$ cat src/kbm_pkg.sv
package kbm_pkg;

  // ********************************************************************
  // Host and EC offsets.
  // ********************************************************************
  localparam logic [2:0] HOST_DATA_OFS = 3'h0;
  localparam logic [2:0] HOST_CMD_OFS = 3'h4;
  localparam logic [9:0] EC_BYTE_OFS = 10'h100;
  localparam logic [9:0] EC_STATUS_OFS = 10'h104;
  localparam logic [9:0] EC_CTRL_OFS = 10'h108;
  localparam logic [9:0] EC_AUX_OFS = 10'h10c;
  localparam logic [9:0] EC_PEND_OFS = 10'h114;

  // ********************************************************************
  // Status bit positions.
  // ********************************************************************
  localparam int ST_OUT_FULL = 0;
  localparam int ST_IN_FULL = 1;
  localparam int ST_USER_LO = 2;
  localparam int ST_CMD = 3;
  localparam int ST_USER_MID = 4;
  localparam int ST_AUX_FULL = 5;
  localparam int ST_USER_HI_LSB = 6;

  // Control bit positions: aux-in-hardware and pending-source select.
  localparam int CT_AUX_HW = 7;
  localparam int CT_PEND_SEL = 2;

  // Reset values.
  localparam logic [7:0] BYTE_RST = 8'h00;
  localparam logic [7:0] CTRL_RST = 8'h00;

endpackage : kbm_pkg

$ cat src/kbm_mailbox.sv
`timescale 1ns/1ps
module kbm_mailbox (
  input wire logic clk_i,
  input wire logic resetn_i,
  input wire logic host_resetn_i,
  input wire logic vcc_reset_i,
  input wire logic host_wr_i,
  input wire logic host_rd_i,
  input wire logic [2:0] host_addr_i,
  input wire logic [7:0] host_wdata_i,
  output logic [7:0] host_rdata_o,
  input wire logic ec_wr_i,
  input wire logic ec_rd_i,
  input wire logic [9:0] ec_addr_i,
  input wire logic [7:0] ec_wdata_i,
  output logic [7:0] ec_rdata_o,
  input wire logic in_irq_en_i,
  output logic in_full_irq_o,
  output logic output_empty_irq_o,
  output logic kbd_irq_o,
  output logic aux_irq_o,
  output logic in_valid_o,
  input wire logic in_ready_i,
  output logic [7:0] in_byte_o
);

  // ********************************************************************
  // State.
  // ********************************************************************
  typedef struct packed {
    logic [7:0] inbound_byte;
    logic [7:0] outbound_byte;
    logic [7:0] status;
    logic [7:0] ctrl;
    logic primary_output_pending;
    logic [7:0] host_rdata;
    logic [7:0] ec_rdata;
    logic in_irq;
    logic empty_irq;
    logic [1:0][7:0] buf_data;
    logic [1:0] buf_count;
    logic buf_wp;
    logic buf_rp;
    logic in_valid;
    logic [7:0] in_byte;
  } kbm_state_t;

  kbm_state_t state;
  kbm_state_t next_state;

  logic host_data_wr;
  logic host_cmd_wr;
  logic host_out_rd;
  logic ec_in_rd;
  logic ec_out_wr;
  logic ec_aux_wr;
  logic ec_stat_wr;
  logic buf_push;
  logic buf_pop;

  // Access decode on both sides.
  assign host_data_wr = host_wr_i && host_addr_i == kbm_pkg::HOST_DATA_OFS;
  assign host_cmd_wr = host_wr_i && host_addr_i == kbm_pkg::HOST_CMD_OFS;
  assign host_out_rd = host_rd_i && host_addr_i == kbm_pkg::HOST_DATA_OFS;
  assign ec_in_rd = ec_rd_i && ec_addr_i == kbm_pkg::EC_BYTE_OFS;
  assign ec_out_wr = ec_wr_i && ec_addr_i == kbm_pkg::EC_BYTE_OFS;
  assign ec_aux_wr = ec_wr_i && ec_addr_i == kbm_pkg::EC_AUX_OFS;
  assign ec_stat_wr = ec_wr_i && ec_addr_i == kbm_pkg::EC_STATUS_OFS;
  assign buf_push = host_data_wr || host_cmd_wr;
  assign buf_pop = state.buf_count != 2'h0 && in_ready_i;

  // Next-state logic for flags, bytes, read data and the stream buffer.
  always_comb
  begin
    next_state = state;
    next_state.empty_irq = 1'b0;
    // EC-only register writes.
    if (ec_stat_wr)
    begin
      // User fields and, with hardware aux off, the aux flag.
      next_state.status[7:6] = ec_wdata_i[7:6];
      next_state.status[kbm_pkg::ST_USER_MID] =
        ec_wdata_i[kbm_pkg::ST_USER_MID];
      next_state.status[kbm_pkg::ST_USER_LO] =
        ec_wdata_i[kbm_pkg::ST_USER_LO];
      if (!state.ctrl[kbm_pkg::CT_AUX_HW])
        next_state.status[kbm_pkg::ST_AUX_FULL] =
          ec_wdata_i[kbm_pkg::ST_AUX_FULL];
    end
    if (ec_wr_i && ec_addr_i == kbm_pkg::EC_CTRL_OFS)
      next_state.ctrl = ec_wdata_i;
    if (ec_wr_i && ec_addr_i == kbm_pkg::EC_PEND_OFS &&
        state.ctrl[kbm_pkg::CT_PEND_SEL])
      next_state.primary_output_pending = ec_wdata_i[0];
    // Host read of the output byte clears flags and pending states.
    if (host_out_rd)
    begin
      next_state.status[kbm_pkg::ST_OUT_FULL] = 1'b0;
      next_state.status[kbm_pkg::ST_AUX_FULL] = 1'b0;
      next_state.primary_output_pending = 1'b0;
      next_state.empty_irq = 1'b1;
    end
    // EC inbound read frees the input buffer (input full clears only here) and also clears output full.
    if (ec_in_rd)
    begin
      next_state.status[kbm_pkg::ST_IN_FULL] = 1'b0;
      next_state.status[kbm_pkg::ST_OUT_FULL] = 1'b0;
    end
    // EC output writes; set wins over a host read in the same cycle.
    if (ec_out_wr)
    begin
      next_state.outbound_byte = ec_wdata_i;
      next_state.status[kbm_pkg::ST_AUX_FULL] = 1'b0;
      next_state.status[kbm_pkg::ST_OUT_FULL] = 1'b1;
      if (!state.ctrl[kbm_pkg::CT_PEND_SEL])
        next_state.primary_output_pending = 1'b1;
    end
    if (ec_aux_wr)
    begin
      next_state.outbound_byte = ec_wdata_i;
      if (state.ctrl[kbm_pkg::CT_AUX_HW])
        next_state.status[kbm_pkg::ST_AUX_FULL] = 1'b1;
      next_state.status[kbm_pkg::ST_OUT_FULL] = 1'b1;
    end
    // Host writes; set wins over the EC read in the same cycle.
    if (buf_push)
    begin
      next_state.inbound_byte = host_wdata_i;
      next_state.status[kbm_pkg::ST_CMD] = host_cmd_wr;
      next_state.status[kbm_pkg::ST_IN_FULL] = 1'b1;
    end
    next_state.in_irq = next_state.status[kbm_pkg::ST_IN_FULL] &&
      in_irq_en_i;
    // Host read data.
    if (host_rd_i)
      next_state.host_rdata = host_addr_i == kbm_pkg::HOST_CMD_OFS ?
        state.status : state.outbound_byte;
    // EC read data; unmapped or write-only offsets read zero.
    next_state.ec_rdata = kbm_pkg::BYTE_RST;
    if (ec_rd_i)
    begin
      case (ec_addr_i)
        kbm_pkg::EC_BYTE_OFS: next_state.ec_rdata = state.inbound_byte;
        kbm_pkg::EC_STATUS_OFS: next_state.ec_rdata = state.status;
        kbm_pkg::EC_CTRL_OFS: next_state.ec_rdata = state.ctrl;
        kbm_pkg::EC_PEND_OFS:
          next_state.ec_rdata = {7'h00, state.primary_output_pending};
        default: next_state.ec_rdata = kbm_pkg::BYTE_RST;
      endcase
    end
    // Two-entry stream buffer of host bytes; a full buffer drops nothing
    // while the receiver keeps up; a push into a full buffer with no pop is dropped.
    if (buf_pop)
    begin
      next_state.buf_rp = ~state.buf_rp;
    end
    if (buf_push && (state.buf_count != 2'h2 || buf_pop))
    begin
      next_state.buf_data[state.buf_wp] = host_wdata_i;
      next_state.buf_wp = ~state.buf_wp;
    end
    next_state.buf_count = state.buf_count
      + ((buf_push && (state.buf_count != 2'h2 || buf_pop)) ? 2'h1 : 2'h0)
      - (buf_pop ? 2'h1 : 2'h0);
    // Stream outputs are registered from the buffer's next state, so the
    // ports come straight from flip-flops with no added latency.
    next_state.in_valid = next_state.buf_count != 2'h0;
    next_state.in_byte = next_state.buf_data[next_state.buf_rp];
    // Host reset zeroes only the low user field.
    if (!host_resetn_i)
      next_state.status[kbm_pkg::ST_USER_LO] = 1'b0;
  end

  // State register; system reset clears everything.
  always_ff @(posedge clk_i)
  begin
    if (!resetn_i)
      state <= '0;
    else
      state <= next_state;
  end

  // Outputs straight from flip-flops.
  assign host_rdata_o = state.host_rdata;
  assign ec_rdata_o = state.ec_rdata;
  assign in_full_irq_o = state.in_irq;
  assign output_empty_irq_o = state.empty_irq;
  assign kbd_irq_o = state.primary_output_pending;
  assign aux_irq_o = state.status[kbm_pkg::ST_AUX_FULL];
  assign in_valid_o = state.in_valid;
  assign in_byte_o = state.in_byte;

  // ********************************************************************
  // Checks.
  // ********************************************************************
  // A host write at the command offset marks the byte as a command.
  a_cmd_bit_set: assert property (
    @(posedge clk_i) disable iff (!resetn_i)
    host_cmd_wr |=> state.status[kbm_pkg::ST_CMD])
    else $error("command bit not set");

  // A host write at the data offset marks the byte as data.
  a_data_bit_clr: assert property (
    @(posedge clk_i) disable iff (!resetn_i)
    host_data_wr |=> !state.status[kbm_pkg::ST_CMD])
    else $error("command bit not cleared");

  // A host write at the data or command offset fills the input side.
  a_in_full_set: assert property (
    @(posedge clk_i) disable iff (!resetn_i)
    buf_push |=> state.status[kbm_pkg::ST_IN_FULL])
    else $error("input full not set");

  // The input interrupt is the input-full flag gated by its enable.
  a_in_irq_gate: assert property (
    @(posedge clk_i) disable iff (!resetn_i)
    in_full_irq_o ==
      (state.status[kbm_pkg::ST_IN_FULL] && $past(in_irq_en_i)))
    else $error("input interrupt gating wrong");

  // The EC read of the inbound byte empties the input side.
  a_in_full_clr: assert property (
    @(posedge clk_i) disable iff (!resetn_i)
    ec_in_rd && !buf_push |=> !state.status[kbm_pkg::ST_IN_FULL]
      && !in_full_irq_o)
    else $error("input full not cleared");

  // An aux write with the hardware aux mode on raises the aux flag.
  a_aux_set: assert property (
    @(posedge clk_i) disable iff (!resetn_i)
    ec_aux_wr && state.ctrl[kbm_pkg::CT_AUX_HW]
      |=> state.status[kbm_pkg::ST_AUX_FULL])
    else $error("aux full not set");

  // An ordinary output write drops the aux flag.
  a_aux_clr: assert property (
    @(posedge clk_i) disable iff (!resetn_i)
    ec_out_wr && !ec_aux_wr |=> !state.status[kbm_pkg::ST_AUX_FULL])
    else $error("aux full not cleared");

  // Either output write fills the output side.
  a_out_full_set: assert property (
    @(posedge clk_i) disable iff (!resetn_i)
    ec_out_wr || ec_aux_wr |=> state.status[kbm_pkg::ST_OUT_FULL])
    else $error("output full not set");

  // The EC output write loads the byte that the host will read.
  a_out_byte: assert property (
    @(posedge clk_i) disable iff (!resetn_i)
    ec_out_wr |=> state.outbound_byte == $past(ec_wdata_i))
    else $error("outbound byte not loaded");

  // A host read empties the output side and pulses the empty interrupt
  // once per read, so back-to-back reads give back-to-back pulses.
  a_host_rd: assert property (
    @(posedge clk_i) disable iff (!resetn_i)
    host_out_rd && !ec_out_wr && !ec_aux_wr |=> output_empty_irq_o
      && !state.status[kbm_pkg::ST_OUT_FULL]
      ##1 output_empty_irq_o == $past(host_out_rd))
    else $error("host read effects wrong");

  // A host read at the data offset returns the byte and drops pending.
  a_out_rd_data: assert property (
    @(posedge clk_i) disable iff (!resetn_i)
    host_out_rd && !ec_out_wr && !ec_aux_wr |=>
      host_rdata_o == $past(state.outbound_byte) && !kbd_irq_o)
    else $error("host data read wrong");

  // A host read at the command offset returns the status byte.
  a_status_view: assert property (
    @(posedge clk_i) disable iff (!resetn_i)
    host_rd_i && host_addr_i == kbm_pkg::HOST_CMD_OFS
      |=> host_rdata_o == $past(state.status))
    else $error("status view wrong");

  // The EC status write lands in the user fields.
  a_user_write: assert property (
    @(posedge clk_i) disable iff (!resetn_i)
    ec_stat_wr && host_resetn_i
      |=> (state.status & 8'hd4) == ($past(ec_wdata_i) & 8'hd4))
    else $error("user fields not written");

  // The EC read at the shared offset returns the last host byte.
  a_ec_byte: assert property (
    @(posedge clk_i) disable iff (!resetn_i)
    buf_push ##1 (ec_in_rd && !buf_push)
      |=> ec_rdata_o == $past(host_wdata_i, 2))
    else $error("inbound byte wrong");

  // Host reset zeroes the low user field.
  a_user_lo_hrst: assert property (
    @(posedge clk_i) disable iff (!resetn_i)
    !host_resetn_i |=> !state.status[kbm_pkg::ST_USER_LO])
    else $error("low user field not reset");

  // System reset zeroes status and the host read data.
  a_sys_reset: assert property (
    @(posedge clk_i)
    !resetn_i |=> state.status == 8'h00 && host_rdata_o == 8'h00)
    else $error("system reset incomplete");

  // Main scenarios.
  c_cmd_write: cover property (@(posedge clk_i) host_cmd_wr ##[1:5] ec_in_rd);
  c_out_read: cover property (@(posedge clk_i) ec_out_wr ##[1:5] host_out_rd);
  c_aux_read: cover property (@(posedge clk_i) ec_aux_wr ##[1:5] host_out_rd);
  c_buf_full: cover property (@(posedge clk_i) state.buf_count == 2'h2);

endmodule : kbm_mailbox

$ cat config.mk
export PLATFORM = sky130hd
export DESIGN_NAME = kbm_mailbox
export DESIGN_NICKNAME = d
export VERILOG_FILES = /design/src/kbm_pkg.sv /design/src/kbm_mailbox.sv
export SDC_FILE = /design/constraint.sdc
export NUM_CORES = 1
export LEC_CHECK = 0
export BUFFER_PORTS_ARGS = -buffer_cell sky130_fd_sc_hd__buf_2
export CAP_MARGIN = 20
export CORE_MARGIN = 8
export CORE_UTILIZATION = 54
export DETAILED_ROUTE_END_ITERATION = 16
export PLACE_DENSITY_LB_ADDON = 0.12
export SYNTH_ARGS = -nofsm -noshare
export SYNTH_HDL_FRONTEND = slang
export SYNTH_SLANG_ARGS = --single-unit
$ cat constraint.sdc
create_clock -name clk_i -period 2.7 [get_ports clk_i]
set_clock_uncertainty 0.2 [all_clocks]
set_input_delay 0.135 -clock clk_i [delete_from_list [all_inputs] [get_ports clk_i]]
set_output_delay 0.135 -clock clk_i [all_outputs]
set_load 0.005 [all_outputs]
## After elaboration in Yosys (flattened, before gate mapping)

Cells that the tools add are included.

| storage, ports and cells | value |
|---|---|
| register bits | 80 |
| input port bits | 39 |
| output and inout bits | 29 |
| logic and storage cells | 86 |

| cells by class | value |
|---|---|
| $add $sub $neg | 2 |
| $lt $le $gt $ge | 3 |
| equality and inequality tests | 7 |
| muxes and demuxes | 29 |
| bitwise gates (word level) | 2 |
| reductions and logical operators | 23 |

Operators with widths:

| kind | number |
|---|---|
| equality test 10 x 9 -> 1 bit (second input constant) | 5 |
| two-way mux 8 bit | 6 |
| one-hot mux 8 bit (4 select lines) | 1 |
| two-way mux 1 bit | 17 |
| bitwise mux 16 bit | 1 |
| two-way mux 16 bit | 1 |
| logical AND 1 bit | 14 |
| demux 8 bit (select 1 bit) | 1 |
| nonzero test 2 bit | 3 |
| less-than comparator 1 x 2 -> 1 bit (second input constant) | 2 |
| two-way mux 2 bit | 2 |
| AND reduction 2 bit | 2 |
| nonzero test 4 bit | 1 |
| equality test 3 bit (second input constant) | 1 |
| zero test 3 bit | 1 |
| adder 2 x 1 -> 2 bit | 1 |
| logical OR 1 bit | 2 |
| != test 2 bit (second input constant) | 1 |
| NOT 1 bit | 2 |
| subtractor 2 x 1 -> 2 bit | 1 |
| greater-or-equal comparator 1 bit (second input constant) | 1 |

## Longest topological paths before layout

Gate-level depths: netlist of the first run.

| depth | value |
|---|---|
| word-level depth | 8 |
| gate-level depth with buffers | 10 |

## Worst setup path after synthesis of the first run

Ideal clock, no wire load.

| timing | value |
|---|---|
| path type | reg2reg |
| start point | register state[12] (netlist bit) |
| end point | register state (netlist bit in_valid_o) |
| arrival | 1943 ps |
| required time | 2377 ps |
| path slack | 434 ps |
| cell stages (with the launch flop) | 10 |
| path through | dfxtp_1 or3b_2 nand2_1 ha_1 inv_1 ha_1 xor2_1 xnor2_1 nor2_1 or2_2 |

| on the way | value |
|---|---|
| cells in the longest elaborated chain, start to end | 8 |

Ends and longest elaborated chain:

| what | line | RTL |
|---|---|---|
| start, declared | kbm_mailbox.sv:48 | `kbm_state_t state;` |
| start signal, assigned | kbm_mailbox.sv:180 | `state <= next_state;` |
| nonzero test 2 bit | kbm_mailbox.sv:70 | `assign buf_pop = state.buf_count != 2'h0 && in_ready_i;` |
| logical AND 1 bit | kbm_mailbox.sv:70 |  |
| logical OR 1 bit | kbm_mailbox.sv:163 | `+ ((buf_push && (state.buf_count != 2'h2 \|\| buf_pop)) ? 2'h1 : 2'h0)` |
| logical AND 1 bit | kbm_mailbox.sv:163 |  |
| two-way mux 1 bit | kbm_mailbox.sv:163 |  |
| adder 2 x 1 -> 2 bit | kbm_mailbox.sv:163 |  |
| subtractor 2 x 1 -> 2 bit * | kbm_mailbox.sv:164 | `- (buf_pop ? 2'h1 : 2'h0);` |
| nonzero test 2 bit * | kbm_mailbox.sv:167 | `next_state.in_valid = next_state.buf_count != 2'h0;` |

Mark *: on every way between the ends. The rest lies on a longest branch, timed or not.
A chain may end at the register's enable or synchronous reset.

## Worst setup path after layout of the first run

| timing | value |
|---|---|
| start point | input port ec_addr_i[0] |
| end point | register state[64] (netlist bit) |

| on the way | value |
|---|---|
| cells in the longest elaborated chain, start to end | 3 |

Ends and longest elaborated chain:

| what | line | RTL |
|---|---|---|
| start, declared | kbm_mailbox.sv:14 | `input wire logic [9:0] ec_addr_i,` |
| equality test 10 x 9 -> 1 bit (on tied branches) | kbm_mailbox.sv:67, kbm_mailbox.sv:66 |  |
| logical AND 1 bit (on tied branches) | kbm_mailbox.sv:67, kbm_mailbox.sv:66 |  |
| two-way mux 8 bit / nonzero test 2 bit (equally long branches) | n/a |  |

Several ways; a longest one is shown, not always the timed one.

==> results of run 1 <==
## synthesized netlist by cell type (2+ instances only)
cell type  count  area share, %
nand3_1       24            3.6
a211oi_1       8            1.8
nor4b_1        2           0.53
a21oi_1       15            2.3
nor3_1         2           0.30
o21ai_1        3           0.45
buf_6          2           0.68
buf_4         24            5.4
o2bb2ai_1      2           0.53
dfxtp_1       80             48
nor3b_1        2           0.45
buf_2          4           0.60
xor2_1         3           0.79
nand2_1       27            3.1
buf_1          2           0.23
inv_1          4           0.45
and2_1         4           0.75
nor2b_1        3           0.57
nor2_1        45            5.1
nand4_2        2           0.75
mux2i_1       32            9.7
nand2b_1       2           0.38
o22ai_1        8            1.5
nand4_1        7            1.3
clkbuf_1      14            1.6
xnor2_1        2           0.53
o21ai_0       20            3.0
a22oi_1        2           0.45
ha_1           2           0.75
## cell type report
cell class / instances / area [um^2] / share of cell area, %
clock inverter: 3 / 90.1 / 2.18
timing repair buffer: 113 / 773 / 18.7
sequential: 80 / 1600 / 38.7
multi-input combinational: 231 / 1420 / 34.3
clock buffer: 12 / 145 / 3.51
tap: 75 / 93.8 / 2.27
inverter: 4 / 15.0 / 0.363
## state kept, by name (all words and copies together), names as in the netlist
name / cells
in_byte_o: 8
state: 51
output_empty_irq_o: 1
aux_irq_o: 1
ec_rdata_o: 8
host_rdata_o: 8
in_full_irq_o: 1
in_valid_o: 1
kbd_irq_o: 1
## worst register-to-register path: stages, from the launching register on
cell and delay, ps:
dfxtp_1 350, or3b_2 500, nand2_1 130, ha_1 230, inv_1 60, ha_1 150
xor2_1 170, xnor2_1 140, nor2_1 70, or2_2 310
## metrics by stage
stage / instances / area (um^2) / power [uW]
finish: 518 / 4140 / 2650
global route: 518 / 4140 / 2760
CTS: 516 / 4120 / 2660
detailed placement: 465 / 3520 / 1600
global placement: 465 / 3520 / 1600
floorplan: 362 / 3320 / 1520
## metal layers
layer / GRT usage, % / vias up / part of all wire [%]
li1: - / 1379 / -
met1: 24.6 / 1294 / 46
met2: 29.7 / 83 / 46
met3: 5.32 / 10 / 7.3
met4: 7.40 / 0 / 1.5
met5: 0 / - / 0
## cells by family after synthesis
kind of cell	share of synthesized area [%]
DFF	48.3
and+or+nand+nor	19.8
adders and majority gates	0.754
AOI/OAI and AO/OA	10.7
muxes	10.0
xor gates and xnor gates	1.32
buffers and inverters	9.13
## power by group through the flow
stage / combinational, uW / sequential (uW) / clock, uW
after detailed placement: 314 / 1290 / 0
final: 352 / 1260 / 1040
after global placement: 311 / 1290 / 0
after CTS: 350 / 1260 / 1050
after global routing: 394 / 1270 / 1100
after floorplan: 231 / 1280 / 0
## repair_timing
| action | 4_1_cts | 5_1_grt |
|---|---|---|
| gates resized for setup | 0 | 1 |
| buffers inserted | 0 | 2 |
| hold buffers | 36 | 0 |
| setup endpoints to repair | 0 | 3 |
| hold endpoints to repair | 62 | 0 |
## worst min-delay path by stage
| stage | end | slack (ps) | cells past startpoint |
|---|---|---|---|
| detailed placement | in_full_irq_o$_SDFF_PN0_ | 180 | 2 |
| CTS | aux_irq_o$_SDFF_PN0_ | 20 | 3 |
| global placement | in_full_irq_o$_SDFF_PN0_ | 170 | 2 |
| floorplan | state[73]$_SDFFE_PN0P_ | 70 | 2 |
| finish | aux_irq_o$_SDFF_PN0_ | 30 | 3 |
| global route | output_empty_irq_o$_SDFF_PN0_ | 50 | 4 |
==> run metrics, run 1 <==
flop-to-flop setup slack=300 ps; pin count of the biggest net entering global routing=29; Hold Startpoint=ec_addr_i[3]; Seq/Total Area, Yosys=48.3%; slew of the pin with the lowest slew margin=between 500 and 600 ps; HPWL Detailed=approximately 5300 um; fillers=460; R2R depth=9; Clock Power Share=approximately two fifths; htree depth=3; diodes inserted=0; Critical Path RT=between 2000 and 3000 ps; root buf cell=clkbuf_8; Final nets=480; most used cell, CP=dlygate4sd3_1; peak fanout along the critical path=17; Initial Utilization=56.0%; Netlist cell types=44; P_leak=around 0.0018 uW; Setup Total Neg Slack=0 ps; Worst Setup Path Type=primary input to flop; smallest hold slack=approximately 35 ps; syn avg cell area=between 9 and 10 um^2; vias=~2800; dpl ws=292 ps; vias per std cell=roughly 5.3; final worst slack=120 ps; most frequent cells in the layout=dfxtp_1 (80), buf_2 (66), nor2_1 (45); fin crit period=2580 ps; power per cell area=approximately 640 nW/um^2; Max VDD drop=between 0.4 and 0.5 mV; GP Congestion=about 0.91; HP Class=primary input to flop; critical path arrival=between 2000 and 3000 ps; # IOs=68; Die ar.=between 8000 and 9000 um^2; Cell Chain, Critical Path=dlygate4sd3_1 -> buf_2 -> nor4b_4 -> nand4_4 -> nand3_1 -> o21ai_0 -> dlygate4sd3_1; DRC=0; Clk Latency, worst-skew pair=around 340 ps; ys async rst share=0%; FF+latch count, synth=80; Clock transition at path regs=70 ps; worst path bufs/invs=3; max-slew violations=0; total gr overflow=0; Synth Warn #=0; critical path's largest stage delay=~600 ps; port bufs=66; crit end category=flop; first-pass GRT wire length=13500 um; Max clock buf depth=2; Core Region=5920 um^2; CTS buffer count=9; critical path depth=7; initial antenna violation count=0; Final period util=a little over nine tenths; Worst setup endpoint=state[64]$_SDFFE_PN0P_; slowest stage cell on the critical path=dlygate4sd3_1; Routed WL=~8200 um; top_reg_cell synth=dfxtp_1; Top Family by Delay on Critical Path=buffers and inverters; Sw Share=23.1%; number of synthesized flops with an enable pin=0; Max-cap violations=0; status=finished clean; Placement Rows=28; Comb pwr share=around an eighth; layout cells sized above 1=22.6%; 1st-pass router iterations=4; Layout Area Growth over Synthesis=24.8%; r2r endpoint=in_valid_o$_SDFF_PN0_; final core occ=69.9%; FF-to-FF Start=state[12]$_SDFF_PN0_; final setup fails=0; Psw=approximately 600 uW; commonest non-fill, non-tap cell in the layout=dfxtp_1; clock sink count=80; Hold Fails Final Rpt=0; antenna-violating nets left=0; slew margin rel.=roughly three fifths; WL/cell=around 16 um; vias in the first global route=roughly 2800; Pint=roughly 2000 uW; CTS tree=built; Flop pwr share=47.6%; Post-Syn Instances=362; Global Route Usage Sum=a little under a fifth; height of the die=around 94 um; Mapped Nets=between 400 and 500; First DRT Iteration DRCs=between 150 and 200; Die Wd=94.4 um; worst setup path start=ec_addr_i[0]; fmax=around 0.39 GHz; Worst setup SP type=primary input; Mapped Area=around 3300 um^2
No activity file was read; power rests on OpenSTA's default activity.
==> run 2, diff against run 1 <==
--- a/config.mk
+++ b/config.mk
@@ -5,10 +5,11 @@
 export SDC_FILE = /design/constraint.sdc
 export NUM_CORES = 1
 export LEC_CHECK = 0
+export ABC_AREA = 1
 export BUFFER_PORTS_ARGS = -buffer_cell sky130_fd_sc_hd__buf_2
 export CAP_MARGIN = 20
 export CORE_MARGIN = 8
-export CORE_UTILIZATION = 54
+export CORE_UTILIZATION = 55
 export DETAILED_ROUTE_END_ITERATION = 16
 export PLACE_DENSITY_LB_ADDON = 0.12
 export SYNTH_ARGS = -nofsm -noshare
==> run metrics, run 2 <==
r2r endpoint=in_valid_o$_SDFF_PN0_ (unchanged); first-pass GRT wire length=14000 um (was 13500 um); syn avg cell area=7.60 um^2 (was 9.16 um^2); R2R depth=9 (unchanged); Core Region=6640 um^2 (was 5920 um^2); Cells after DPL=594 (was 465); pin count of the biggest net entering global routing=47 (was 29); Final period util=80.7% (was 95.5%); antenna-violating nets left=0 (unchanged); Post-Syn Instances=484 (was 362); final setup fails=0 (unchanged); Comb pwr share=19.0% (was 13.3%); Flop pwr share=46.6% (was 47.6%); DRC=0 (unchanged); number of synthesized flops with an enable pin=0 (unchanged); leading post-synthesis cells by cell area=dfxtp_1 (44%), inv_1 (8.6%), nor2_1 (6.5%) (was dfxtp_1 (48%), mux2i_1 (9.7%), buf_4 (5.4%)); Clock Power Share=34.5% (was 39.1%); # IOs=68 (unchanged); 1st-pass router iterations=4 (unchanged); Netlist cell types=37 (was 44); Worst setup SP type=primary input (unchanged); power per cell area=659 nW/um^2 (was 639 nW/um^2); ys async rst share=0% (unchanged); Die Wd=97.8 um (was 94.4 um); Die ar.=9560 um^2 (was 8910 um^2); layout cells sized above 1=22.1% (was 22.6%); Setup Total Neg Slack=0 ps (unchanged); GP Congestion=0.826 (was 0.906); Max VDD drop=0.533 mV (was 0.425 mV); Final nets=592 (was 480); slew margin rel.=68.2% (was 61.4%); Clk Latency, worst-skew pair=360 ps (was 340 ps); most frequent cells in the layout=inv_1 (84), dfxtp_1 (80), buf_2 (66) (was dfxtp_1 (80), buf_2 (66), nor2_1 (45)); worst setup path start=ec_addr_i[3] (was ec_addr_i[0]); max FFs per register=51 (unchanged); FF+latch area=1600 um^2 (unchanged); top_reg_cell synth=dfxtp_1 (unchanged); Mapped Nets=525 (was 403); max-slew violations=0 (unchanged); critical path arrival=2290 ps (was 2590 ps); Worst Setup Path Type=primary input to flop (unchanged); Pint=2060 uW (was 2030 uW); P_leak=0.00206 uW (was 0.00180 uW); fmax=0.459 GHz (was 0.388 GHz); WL/cell=13.0 um (was 15.7 um); htree depth=3 (unchanged); Layout Area Growth over Synthesis=17.8% (was 24.8%); Critical Path RT=2810 ps (was 2710 ps); Pwr Total=2860 uW (was 2650 uW); port bufs=66 (unchanged); Placement Rows=30 (was 28); FF+latch count, synth=80 (unchanged); vias=3109 (was 2766); Sw Share=28.0% (was 23.1%); Psw=801 uW (was 613 uW); HPWL Detailed=5830 um (was 5320 um); slew of the pin with the lowest slew margin=477 ps (was 571 ps); share of the synthesized area in the top cell type=43.5% (was 48.3%); synth cell count leaders=inv_1 (84), dfxtp_1 (80), nor2_1 (64), nand2_1 (56), a21oi_1 (39) (was dfxtp_1 (80), nor2_1 (45), mux2i_1 (32), nand2_1 (27)); post-synth top area cell=dfxtp_1 (unchanged); diodes inserted=0 (unchanged); commonest non-fill, non-tap cell in the layout=inv_1 (was dfxtp_1); status=finished clean (unchanged); RSZ-0062 raised after global routing=no; total gr overflow=0 (unchanged); Seq/Total Area, Yosys=43.5% (was 48.3%); Routed WL=8260 um (was 8150 um); CTS buffer count=9 (unchanged); Hold Fails Final Rpt=0 (unchanged); vias in the first global route=3046 (was 2767); Clock transition at path regs=90 ps (was 70 ps); Synth Warn #=0 (unchanged); Top reg by flops=state (unchanged); HP Class=primary input to flop (unchanged); FF-to-FF Start=state[11]$_SDFF_PN0_ (was state[12]$_SDFF_PN0_); clock sink count=80 (unchanged); First DRT Iteration DRCs=143 (was 157); root buf cell=clkbuf_8 (unchanged); Max clock buf depth=2 (unchanged); fin crit period=2180 ps (was 2580 ps); fillers=593 (was 460); vias per std cell=4.89 (was 5.34); CTS tree=built (unchanged); peak fanout along the critical path=8 (was 17); Worst setup endpoint=state[58]$_SDFFE_PN0N_ (was state[64]$_SDFFE_PN0P_); Mapped Area=3680 um^2 (was 3320 um^2); Global Route Usage Sum=17.9% (was 19.1%); area of the multi-input gates=1470 um^2 (was 1420 um^2); height of the die=97.8 um (was 94.4 um); Max-cap violations=0 (unchanged); crit end category=flop (unchanged); Initial Utilization=55.4% (was 56.0%); flop-to-flop setup slack=870 ps (was 300 ps); final cell count without fillers=636 (was 518); initial antenna violation count=0 (unchanged); top-count cell post-synth=inv_1 (was dfxtp_1)
run 2: metal layers:
metal	up-vias	track usage [%]	part of all wire, %
li1	1616	-	-
met1	1414	19.9	43
met2	69	31.4	50
met3	10	4.91	5.6
met4	0	7.31	1.3
met5	-	0	0
run 2: layout make-up:
type,instances,area share [%]
Clock buffer,10,2.95
Clock inverter,6,2.11
Inverter,89,7.71
Tap cell,80,2.31
Sequential cell,80,37.0
Timing Repair Buffer,95,14.1
Multi-Input combinational cell,276,33.8
run 2: worst min path at each step:
stage | start | endpoint | slack, ps | cells past startpoint
after global routing | host_addr_i[1] | state[74]$_SDFFE_PN0P_ | 30 | 5
after global placement | in_irq_en_i | in_full_irq_o$_SDFF_PN0_ | 200 | 2
after CTS | host_addr_i[1] | state[78]$_SDFFE_PN0P_ | 20 | 5
after floorplan | host_resetn_i | state[58]$_SDFFE_PN0N_ | 60 | 2
final | host_addr_i[1] | state[73]$_SDFFE_PN0P_ | 20 | 5
after detailed placement | ec_wdata_i[3] | state[67]$_SDFFE_PN0P_ | 200 | 3
run 2: power groups by stage:
stage                     Combinational (uW)  Clock, uW  Sequential [uW]
after global placement                   508          0             1360
final                                    542        985             1330
after CTS                                549       1000             1330
after global routing                     619       1050             1340
after detailed placement                 514          0             1360
after floorplan                          409          0             1350
run 2: repair_timing:
item	4_1_cts	5_1_grt
resized for setup	0	0
hold endpoints to repair	73	0
buffers inserted	0	0
hold buffers	26	0
run 2: through the flow:
step / cell area, um^2 / hold WS [ps] / setup WS, ps / util [%]
after floorplan: 3680 / 61.3 / 1040 / -
after global placement: 3850 / 200 / 871 / 58.0
after detailed placement: 3850 / 198 / 819 / 58.0
after CTS: 4330 / 19.7 / 567 / 65.2
after global routing: 4330 / 30.1 / 438 / 65.2
final: 4330 / 20.6 / 522 / 65.2
run 2: logic make-up after synthesis:
logic type	after synthesis	synth area share, %
AND/OR/NAND/NOR	174	23.7
buffers and inverters	128	16.6
AO/OA/AOI/OAI	97	14.5
flip-flops	80	43.5
XOR/XNOR	3	0.919
adder cells (fa/ha/maj)	2	0.680
run 2: critical path, stage by stage:
cell and delay, ps:
dlygate4sd3_1 540, buf_2 130, inv_1 140, nand3_2 150, nor2_4 180, nand2_1 190, a211oi_1 240, dlygate4sd3_1 580
==> run 3, diff against run 2 <==
==> constraint.sdc (replaced) <==
create_clock -name clk_i -period 2.1 [get_ports clk_i]
set_clock_uncertainty 0.2 [all_clocks]
set_input_delay 0.105 -clock clk_i [delete_from_list [all_inputs] [get_ports clk_i]]
set_output_delay 0.105 -clock clk_i [all_outputs]
set_load 0.005 [all_outputs]
==> run metrics, run 3 (synthesized netlist as in run 2, its figures left out) <==
most frequent cells in the layout=inv_1 (84), dfxtp_1 (80), buf_2 (66) (unchanged); max FFs per register=51 (unchanged); htree depth=3 (unchanged); Clock Power Share=33.7% (was 34.5%); Worst Setup Path Type=primary input to flop (unchanged); final setup fails=0 (unchanged); Hold Startpoint=ec_addr_i[2] (was host_addr_i[1]); first-pass GRT wire length=14400 um (was 14000 um); Final nets=594 (was 592); layout cells sized above 1=22.0% (was 22.1%); fmax=0.509 GHz; post-CTS setup buffer count=0 (unchanged); Cells after DPL=595 (was 594); Psw=992 uW (was 801 uW); Die ar.=9560 um^2 (unchanged); Placement Rows=30 (unchanged); Clk Latency, worst-skew pair=350 ps (was 360 ps); Layout Area Growth over Synthesis=18.1% (was 17.8%); antenna-violating nets left=0 (unchanged); fillers=606 (was 593); Core Region=6640 um^2 (unchanged); HP Class=primary input to flop (unchanged); Max-cap violations=0 (unchanged); cts hold-fix bufs=27 (was 26); Flop pwr share=47.1% (was 46.6%); hold path cells=5 (unchanged); max-slew violations=0 (unchanged); Max VDD drop=0.550 mV (was 0.533 mV); Worst setup SP type=primary input (unchanged); CTS tree=built (unchanged); Routed WL=8320 um (was 8260 um); height of the die=97.8 um (unchanged); R2R depth=9 (unchanged); # IOs=68 (unchanged); diodes inserted=0 (unchanged); fin crit period=between 1500 and 2000 ps; DRC=0 (unchanged); r2r endpoint=in_valid_o$_SDFF_PN0_ (unchanged); PostCTS Resize Cnt=0 (unchanged); RSZ-0062 raised after global routing=no (unchanged); Global Route Usage Sum=18.4% (was 17.9%); crit end category=flop (unchanged); Pint=2640 uW (was 2060 uW); GP Congestion=0.843 (was 0.826); P_leak=0.00206 uW (about the same); critical path arrival=2060 ps (was 2290 ps); CTS buffer count=9 (unchanged); root buf cell=clkbuf_8 (unchanged); HPWL Detailed=5970 um (was 5830 um); 1st-pass router iterations=4 (unchanged); Critical Path RT=2200 ps (was 2810 ps); Worst Hold End=aux_irq_o$_SDFF_PN0_ (was state[73]$_SDFFE_PN0P_); vias=3138 (was 3109); peak fanout along the critical path=2 (was 8); total gr overflow=0 (unchanged); Sw Share=27.3% (was 28.0%); Top reg by flops=state (unchanged); power per cell area=835 nW/um^2 (was 659 nW/um^2); port bufs=66 (unchanged); Die Wd=97.8 um (unchanged); Comb pwr share=19.2% (was 19.0%); Hold Fails Final Rpt=0 (unchanged); dpl ws=326 ps (was 819 ps); final worst slack=135 ps (was 522 ps); Initial Utilization=55.4% (unchanged); status=finished clean (unchanged); initial antenna violation count=0 (unchanged); slew margin rel.=66.7% (was 68.2%); worst setup path start=host_wr_i (was ec_addr_i[3]); slew of the pin with the lowest slew margin=499 ps (was 477 ps); First DRT Iteration DRCs=145 (was 143); FF+latch area=1600 um^2 (unchanged); commonest non-fill, non-tap cell in the layout=inv_1 (unchanged); FF-to-FF Start=state[11]$_SDFF_PN0_ (unchanged); pin count of the biggest net entering global routing=47 (unchanged); Max clock buf depth=2 (unchanged); vias in the first global route=3060 (was 3046); Final period util=approximately 94%; vias per std cell=4.92 (was 4.89); clock sink count=80 (unchanged); flop-to-flop setup slack=310 ps (was 870 ps); WL/cell=13.0 um (about the same); area of the multi-input gates=1470 um^2 (unchanged); Setup Total Neg Slack=0 ps (unchanged); Clock transition at path regs=80 ps (was 90 ps); final cell count without fillers=638 (was 636)
run 3: cell count changes in the layout (fill, tap and decap cells not counted), sizes merged:
cell         before  now
dlygate4sd3      26   27
clkinvlp          0    1
clkbuf           10   11
inv              90   88
buf              69   70
run 3: final cells by class:
cell class              instances  area share, %
flip-flops and latches         80           36.9
multi-input cells             276           33.7
repair buffers                 97           14.5
inverters                      89           7.69
clock buffers                  11           3.02
well taps                      80           2.30
clock inverters                 5           1.87
run 3: how the worst max path moves through the flow:
stage,end,cells past startpoint
2_1_floorplan,in_valid_o$_SDFF_PN0_,9
3_3_place_gp,in_valid_o$_SDFF_PN0_,9
3_5_place_dp,in_valid_o$_SDFF_PN0_,9
4_1_cts,state[59]$_SDFFE_PN0P_,6
5_1_grt,state[59]$_SDFFE_PN0P_,6
6_report,state[59]$_SDFFE_PN0P_,6
run 3: stage by stage:
step / hold slack, ps / total power (uW) / utilization, % / area (um^2)
finish: 17.9 / 3630 / 65.4 / 4340
global route: 17.1 / 3820 / 65.4 / 4340
CTS: 2.53 / 3660 / 65.4 / 4340
detailed placement: 175 / 2420 / 58.1 / 3860
global placement: 171 / 2400 / 58.1 / 3860
floorplan: 31.3 / 2270 / - / 3680
run 3: power by group through the flow:
stage / Clock, uW / Sequential (uW) / Combinational (uW)
finish: 1220 / 1710 / 697
global route: 1300 / 1730 / 787
CTS: 1240 / 1710 / 710
detailed placement: 0 / 1750 / 670
global placement: 0 / 1740 / 656
floorplan: 0 / 1740 / 526
run 3: worst max-delay path, cell delays in order:
cell and delay (ps):
dlygate4sd3_1 530, buf_2 120, nand2_1 40, dlygate4sd3_1 550
a21oi_1 150, dlygate4sd3_1 560
run 3: layer usage:
layer	wire (um)	vias up	part of all wire, %	global-route usage [%]
met4	153	0	1.8	7.67
met2	4230	73	51	32.2
li1	-	1612	-	-
met5	0	-	0	0
met1	3490	1442	42	20.7
met3	444	11	5.3	4.84
